[config.mk]
export PLATFORM = sky130hd
export DESIGN_NAME = cmfg_top
export DESIGN_NICKNAME = d
export VERILOG_FILES = /design/src/design/cmfg_pkg.sv /design/src/design/cmfg_top.sv
export SDC_FILE = /design/constraint.sdc
export NUM_CORES = 1
export LEC_CHECK = 0
export BUFFER_PORTS_ARGS = -buffer_cell sky130_fd_sc_hd__buf_2
export CORE_MARGIN = 10
export CORE_UTILIZATION = 51
export DETAILED_ROUTE_END_ITERATION = 12
export PLACE_DENSITY = 0.75
export SETUP_SLACK_MARGIN = 0.05
export SLEW_MARGIN = 5
export SYNTH_ARGS = -nofsm -noshare
export SYNTH_HDL_FRONTEND = slang
export SYNTH_SLANG_ARGS = --single-unit
[constraint.sdc]
create_clock -name clk_sys -period 2 [get_ports clk_sys]
set_input_delay 0.2 -clock clk_sys [delete_from_list [all_inputs] [get_ports clk_sys]]
set_output_delay 0.2 -clock clk_sys [all_outputs]
set_load 0.02 [all_outputs]
[src/design/cmfg_pkg.sv]
// Purpose: Constants and types for the clock selector and fanout block
// Assumes: Clock inputs and controls are sampled by clk_sys
// Notes: What this block does
package cmfg_pkg;

  localparam int CMFG_PAIRS = 5;
  localparam int CMFG_CLK_NS = 25;
  localparam int CMFG_STALL_NS = 1000;
  localparam int CMFG_STALL_CYC = (CMFG_STALL_NS / CMFG_CLK_NS < 1) ? 1 :
    CMFG_STALL_NS / CMFG_CLK_NS;
  localparam int CMFG_CNT_W = 8;
  localparam logic CMFG_EN_RST = 1'b0;
  localparam logic CMFG_SEL_DEFAULT = 1'b1;

  typedef struct packed {
    logic [CMFG_PAIRS-1:0] pos;
    logic [CMFG_PAIRS-1:0] neg;
  } cmfg_pairs_t;

  typedef enum logic [1:0] {
    CMFG_OFF = 2'b00,
    CMFG_WAIT_RISE = 2'b01,
    CMFG_WAIT_FALL = 2'b11
  } cmfg_state_t;

endpackage : cmfg_pkg

[src/design/cmfg_top.sv]
// Purpose: Two-input clock selector with five gated differential copies
// Assumes: Pull-ups modelled by *_open flags; input pins are asynchronous
// Notes: Outputs come straight from flip-flops
`timescale 1ns/1ps
`default_nettype none
module cmfg_top
  import cmfg_pkg::*;
(
  input wire logic clk_sys,
  input wire logic reset,
  input wire logic first_clock_in,
  input wire logic first_clock_in_n,
  input wire logic first_clock_open,
  input wire logic second_clock_in,
  input wire logic second_clock_in_n,
  input wire logic second_clock_open,
  input wire logic source_select,
  input wire logic source_select_open,
  input wire logic output_enable,
  input wire logic output_enable_open,
  output cmfg_pairs_t fanout_pairs,
  output logic input_loss_guard
);

  ////////////////////////////////////////////////////////////////////////
  // Input synchronisers
  logic [5:0] sync1;
  logic [5:0] sync2;
  logic [5:0] raw;

  always_comb
  begin
    raw[0] = first_clock_open ? 1'b0 : (first_clock_in & ~first_clock_in_n);
    raw[1] = second_clock_open ? 1'b0 :
      (second_clock_in & ~second_clock_in_n);
    raw[2] = source_select_open ? CMFG_SEL_DEFAULT : source_select;
    raw[3] = output_enable_open ? 1'b1 : output_enable;
    raw[4] = first_clock_open | (first_clock_in == first_clock_in_n);
    raw[5] = second_clock_open | (second_clock_in == second_clock_in_n);
  end

  always_ff @(posedge clk_sys)
  begin
    if (reset)
    begin
      sync1 <= '0;
      sync2 <= '0;
    end
    else
    begin
      sync1 <= raw;
      sync2 <= sync1;
    end
  end

  ////////////////////////////////////////////////////////////////////////
  // Source selection and edge detection
  logic sel_clk;
  logic sel_dead;
  logic prev_clk;
  logic rise;
  logic fall;

  always_comb
  begin
    sel_clk = sync2[2] ? sync2[1] : sync2[0];
    sel_dead = sync2[2] ? sync2[5] : sync2[4];
    rise = sel_clk & ~prev_clk;
    fall = ~sel_clk & prev_clk;
  end

  ////////////////////////////////////////////////////////////////////////
  // Fail-safe guard
  logic [CMFG_CNT_W-1:0] idle_cnt;
  logic [CMFG_CNT_W-1:0] next_idle_cnt;
  logic next_guard;

  always_comb
  begin
    next_idle_cnt = idle_cnt;
    next_guard = input_loss_guard;
    if (rise | fall)
    begin
      next_idle_cnt = '0;
      // Invalid pair wins over the edge
      next_guard = sel_dead;
    end
    else if (idle_cnt >= CMFG_CNT_W'(CMFG_STALL_CYC) || sel_dead)
      next_guard = 1'b1;
    else
      next_idle_cnt = idle_cnt + 1'b1;
  end

  ////////////////////////////////////////////////////////////////////////
  // Synchronous enable sequencing
  cmfg_state_t state;
  cmfg_state_t next_state;
  logic gate_on;
  logic next_gate_on;
  cmfg_pairs_t next_pairs;
  logic out_level;

  always_comb
  begin
    next_state = state;
    next_gate_on = gate_on;
    unique case (state)
      CMFG_OFF:
        if (sync2[3] != gate_on)
          next_state = CMFG_WAIT_RISE;
      CMFG_WAIT_RISE:
        if (sync2[3] == gate_on)
          next_state = CMFG_OFF;
        else if (rise)
          next_state = CMFG_WAIT_FALL;
      CMFG_WAIT_FALL:
        if (sync2[3] == gate_on)
          next_state = CMFG_OFF;
        else if (fall)
        begin
          next_gate_on = sync2[3];
          next_state = CMFG_OFF;
        end
      default:
        next_state = CMFG_OFF;
    endcase
    out_level = input_loss_guard ? fanout_pairs.pos[0] : sel_clk;
    next_pairs.pos = {CMFG_PAIRS{next_gate_on & out_level}};
    next_pairs.neg = ~next_pairs.pos;
  end

  always_ff @(posedge clk_sys)
  begin
    if (reset)
    begin
      prev_clk <= 1'b0;
      idle_cnt <= '0;
      input_loss_guard <= 1'b1;
      state <= CMFG_OFF;
      gate_on <= CMFG_EN_RST;
      fanout_pairs.pos <= '0;
      fanout_pairs.neg <= '1;
    end
    else
    begin
      prev_clk <= sel_clk;
      idle_cnt <= next_idle_cnt;
      input_loss_guard <= next_guard;
      state <= next_state;
      gate_on <= next_gate_on;
      fanout_pairs <= next_pairs;
    end
  end

  ////////////////////////////////////////////////////////////////////////
  // Assertions
  // disabled levels
  property p_off_levels;
    @(posedge clk_sys) disable iff (reset)
      !gate_on |=> (fanout_pairs.pos == '0 && fanout_pairs.neg == '1);
  endproperty
  a_off_levels: assert property (p_off_levels)
    else $error("Disabled outputs not parked");

  property p_copies;
    @(posedge clk_sys) disable iff (reset)
      (fanout_pairs.pos == '0 || fanout_pairs.pos == '1) &&
      fanout_pairs.neg == ~fanout_pairs.pos;
  endproperty
  a_copies: assert property (p_copies)
    else $error("Output pairs differ");

  // enable changes only on falling edge
  property p_en_on_fall;
    @(posedge clk_sys) disable iff (reset)
      (gate_on != $past(gate_on)) |-> $past(fall);
  endproperty
  a_en_on_fall: assert property (p_en_on_fall)
    else $error("Enable changed off a falling edge");

  property p_rise_first;
    @(posedge clk_sys) disable iff (reset)
      (state == CMFG_WAIT_FALL && $past(state) == CMFG_WAIT_RISE)
      |-> $past(rise);
  endproperty
  a_rise_first: assert property (p_rise_first)
    else $error("Fall wait without rise");

  property p_follow;
    @(posedge clk_sys) disable iff (reset)
      (next_gate_on && !input_loss_guard) |=>
      fanout_pairs.pos[0] == $past(sel_clk);
  endproperty
  a_follow: assert property (p_follow)
    else $error("Output not following selected input");

  property p_guard_hold;
    @(posedge clk_sys) disable iff (reset)
      (input_loss_guard && $past(input_loss_guard) && gate_on &&
      $past(gate_on)) |-> $stable(fanout_pairs.pos);
  endproperty
  a_guard_hold: assert property (p_guard_hold)
    else $error("Outputs toggled under guard");

  property p_stall;
    @(posedge clk_sys) disable iff (reset)
      idle_cnt >= CMFG_CNT_W'(CMFG_STALL_CYC) && !rise && !fall
      |=> input_loss_guard;
  endproperty
  a_stall: assert property (p_stall)
    else $error("Guard missed a stall");

  property p_req;
    @(posedge clk_sys) disable iff (reset)
      (state == CMFG_OFF && sync2[3] != gate_on) |=>
      state == CMFG_WAIT_RISE;
  endproperty
  a_req: assert property (p_req)
    else $error("Enable request not sequenced");

endmodule : cmfg_top
`default_nettype wire

# == Yosys cells after proc, flatten, opt, wreduce, memory -nomap -nowiden ==
# Index checks and enable logic that the tools add are counted.
# totals
register_bits,31
input_bits,12
out_inout_bits,11
wordCells,58
# op_classes
add_sub_neg,1
magnitude_cmp,1
eq_ne,9
n_mux,16
bitwise,13
reduce_logical,7
# ops
operator,n
$mux 1,10
$mux 2,5
$add 8x1->8 const B,1
$ge 8x6->1 const B,1
$ne 3x3->1 const B,2
$pmux 2 s3,1
$reduce_or 2->1,3
$and 1x1->1,5
$not 5->5,1
$not 1->1,4
$eq 1x1->1,3
$or 1x1->1,3
$reduce_and 3->1,1
$eq 2x1->1 const B,1
$eq 2x2->1 const B,1
$logic_not 2->1,1
$ne 2x2->1 const B,1
$reduce_bool 2->1,1
$logic_or 1x1->1,1
$ne 1x1->1,1

# == Depth between registers and ports, before layout ==
# depth
ltp_word,8
ltp_mapped,6
ltp_nobuf,6

# == Worst setup path before layout ==
# No wires, ideal clock.
# synth_path
path_kind,register -> register
startpoint,register sync2[2]
endpoint,register idle_cnt[3]
setup_ns,0.059
t_arrival_ns,1.514
t_required_ns,1.941
slack_ns,0.427
path_stages_with_launch,6
path_buffers,0
synth_period_minus_slack_ns,1.573
cell_sequence,dfxtp_1 mux2i_1 ha_1 nand2b_1 or4_1 nand2_1
# synth_via
elab_chain_cells,5
elab_cells_between_ends,8
classes_between,2 x mux; 4 x bitwise; 2 x reduce/logical
# synth_lines
element,line,rtl
"start, declared",cmfg_top.sv:28,logic [5:0] sync2;
"start signal, assigned",cmfg_top.sv:52,sync2 <= sync1;
$mux 1,cmfg_top.sv:66,sel_clk = sync2[2] ? sync2[1] : sync2[0];
$not 1->1,cmfg_top.sv:69,fall = ~sel_clk & prev_clk;
$and 1x1->1,cmfg_top.sv:69,
$or 1x1->1,cmfg_top.sv:82,if (rise | fall)
$reduce_or 2->1 (no source line),n/a,
"end signal, assigned",cmfg_top.sv:147,idle_cnt <= next_idle_cnt;
"end, declared",cmfg_top.sv:74,logic [CMFG_CNT_W-1:0] idle_cnt;
# Several ways; a longest one is shown, not always the timed one.
# A chain may end at the register's enable or synchronous reset.

# == Worst setup path in the final report ==
# Ends and elaborated chain as after synthesis.

==> reports/metrics.cfg <==
[outcome]
status = finished, final reports clean

[placement]
placed_area_mm2 = 0.00116
io_buffers = 22
gp_routability_congestion = 0.864
place.detailed.instances = 151
detailedPlacementHpwl_mm = 1.30
dpl_worst_slack_ps = 423

[synthesis]
synth-seq-cells = 27
yosys.area_share.xor_xnor = 0.0244
number_of_instances_in_the_synthesized_netlist = 111
post-synth-top-area-fraction = 0.503
syn_nets = 129
syn_area_per_cell_um2 = 9.68
synth_cell_types = 29
synth_top_cell_by_area = sky130_fd_sc_hd__dfxtp_1
synthAdderAreaFrac = 0.0698
post_synth_and_or_nand_nor_area_fraction = 0.214
synth_top_family_by_area = simple AND/OR/NAND/NOR gates
syn-cell-area_mm2 = 0.00107
synth.area.mux_share = 0.0407
dominant_cells_by_area_after_synthesis = sky130_fd_sc_hd__dfxtp_1, sky130_fd_sc_hd__ha_1, sky130_fd_sc_hd__buf_4
synth-warning-count = 0
fraction_of_the_mapped_netlist_area_in_compound_gates = 0.0536
synth.yosys.seq_area_share = 0.503

[cts]
clock_sink_count = 27
cts_resized = 0
cts_tree = yes
post_cts.repair.setup_buffers = 0
clkLatencyLatePin_ps = 330
cts_buffers = 3
clk_transition_reported_paths_ps = 140
clockBufferDepth = 2
cts_max_level = 1
cts_root_buffer = sky130_fd_sc_hd__clkbuf_4
ctsHoldBuffers = 0

[sta]
final-max-slew-violation-count = 0
hold_worst_slack_ps = 28.0
timing.final.setup_violations = 0
final_hold_viol_count = 0
worst-slew-pin-transition_ps = 398
achievable-frequency_mhz = 621
timing.max_slew.rel_slack = 0.734
fin_tns_setup_ps = 0
unrepaired_setup_endpoints_after_global_routing = no
post-route-worst-setup-slack_ps = 390
finalCritPeriodShare = 0.805
skew_ps = 5.21
timing.final.crit_period_ps = 1610

[pwr]
leakagePower_nw = 0.519
total_power_mw = 0.876
max-vdd-ir-drop_mv = 0.430
pwr_density_cell_mw_per_mm2 = 739

[floorplan]
fp.dieArea_mm2 = 0.00434
row_count = 16
die_width_um = 65.9
floorplan.initialDensity = 0.542
floorplan.core_area_mm2 = 0.00198
die_height_um = 65.9
io_pins = 23

[routing]
post_drt_via_cell_ratio = 4.85
firstDrtPassIters = 4
route.antenna.remaining_nets = 0
via_count = 752
drt-initial-drc-count = 29
wl_per_cell_um = 10.8
drc = 0
drt-total-wl_mm = 1.67

[grt]
globalRouteOverflowTotal = 0
antenna_found_initial = 0
grt_pass1_vias = 752
grt_first_pass_wirelength_mm = 2.91
grt_start_max_net_pins = 21
gr-usage-all-layers = 0.0814

[worst_setup_path]
cpMaxStageDelayCell = sky130_fd_sc_hd__or4_1
critical_path.max_fanout = 5
timing.critical_path.to_type = flop
worstPathArrival_ps = 1890
setup.worst_path.start_class = flop
buffers_inverters_on_critical_path = 0
setup.worst_path.class = reg -> reg
max_stage_delay_ps = 510
critical_path.top_delay_family = simple AND/OR/NAND/NOR gates
cp.required_ps = 2280
list_of_cells_traversed_by_the_critical_path = mux2i_1 > ha_1 > nand2b_1 > or4_1 > nand2_1

[final_layout]
area_growth_pct = 10.4
final_cells = 155
finalInstanceArea_mm2 = 0.00119
antennaDiodeCount = 0
fin_nets = 147
fill_cells = 179
final_util = 0.598
drive_gt1_frac = 0.242

[job]
max_cap_viol_count = 0

[hold_path]
hp-class = in -> reg

[synth_stat cells (all sizes together)]
master  count
mux2i       4
and2        2
nor3b       2
nand2       4
nand3b      1
nor2b       7
clkbuf      2
dfxtp      27
nor4b       1
o211ai      1
buf         8
nor3        2
nor2       14
ha          6
or4         1
nand3       5
a21oi       2
a21boi      1
nand4       2
o21ai       4
o41ai       1
inv         9
nand2b      1
or3         1
xnor2       3
[power by group]
part           internal, mW  total [mW]  switching (mW)  leakage, nW
combinational        0.0334      0.0717          0.0383        0.281
clock                0.0751       0.230           0.155       0.0177
sequential            0.560       0.574          0.0144        0.221
[path summary, 6_finish.rpt]
| kind | start | end | slack, ps | cells past startpoint |
|---|---|---|---|---|
| max | sync2[2]$_SDFF_PP0_ | idle_cnt[3]$_SDFFE_PP0N_ | 390 | 5 |
| min | second_clock_open | sync1[1]$_SDFF_PP0_ | 30 | 2 |
| max reg2reg | sync2[2]$_SDFF_PP0_ | idle_cnt[3]$_SDFFE_PP0N_ | 390 | 5 |
| min reg2reg | sync1[0]$_SDFF_PP0_ | sync2[0]$_SDFF_PP0_ | 450 | 1 |
[placed cells by master, fill, tap and decap left out, types with 2 or more instances in the layout]
cell type                   n
sky130_fd_sc_hd__dfxtp_1   27
sky130_fd_sc_hd__buf_2     22
sky130_fd_sc_hd__nor2_1    13
sky130_fd_sc_hd__inv_1      9
sky130_fd_sc_hd__nor2b_1    7
sky130_fd_sc_hd__ha_1       6
sky130_fd_sc_hd__nand2_1    4
sky130_fd_sc_hd__nand3_1    4
sky130_fd_sc_hd__mux2i_1    3
sky130_fd_sc_hd__o21ai_0    3
sky130_fd_sc_hd__xnor2_1    3
sky130_fd_sc_hd__clkbuf_4   3
sky130_fd_sc_hd__and2_1     2
sky130_fd_sc_hd__nand4_1    2
sky130_fd_sc_hd__a21oi_1    2
sky130_fd_sc_hd__nor3_1     2
sky130_fd_sc_hd__nor3b_1    2
[metal layers]
metal | vias to the layer above | routed length [um] | global-route usage
met5 | - | 0 | 0
met4 | 0 | 18 | 0.0508
met3 | 2 | 231 | 0.0424
met2 | 35 | 658 | 0.116
met1 | 325 | 765 | 0.0934
li1 | 390 | - | -
[area by class of cell]
cell class              instances  area, um^2  area share
flip-flops and latches         27         541       0.456
multi-input cells              65         433       0.365
repair buffers                 23         118      0.0992
inverters                       9        33.8      0.0285
well taps                      27        33.8      0.0285
clock buffers                   3        22.5      0.0190
clock inverters                 1        5.00     0.00422
[registers in the layout (all words and copies together) (netlist names)]
signal / flops
state: 2
sync1: 6
idle_cnt: 8
fanout_pairs: 2
gate_on: 1
sync2: 6
input_loss_guard: 1
prev_clk: 1
[cells by family after synthesis]
logic type | Yosys count
DFF | 27
muxes | 4
and+or+nand+nor | 43
buffers and inverters | 19
AOI/OAI and AO/OA | 9
xor gates and xnor gates | 3
adders and majority gates | 6
Note: power is estimated with default switching activity, not from simulation.
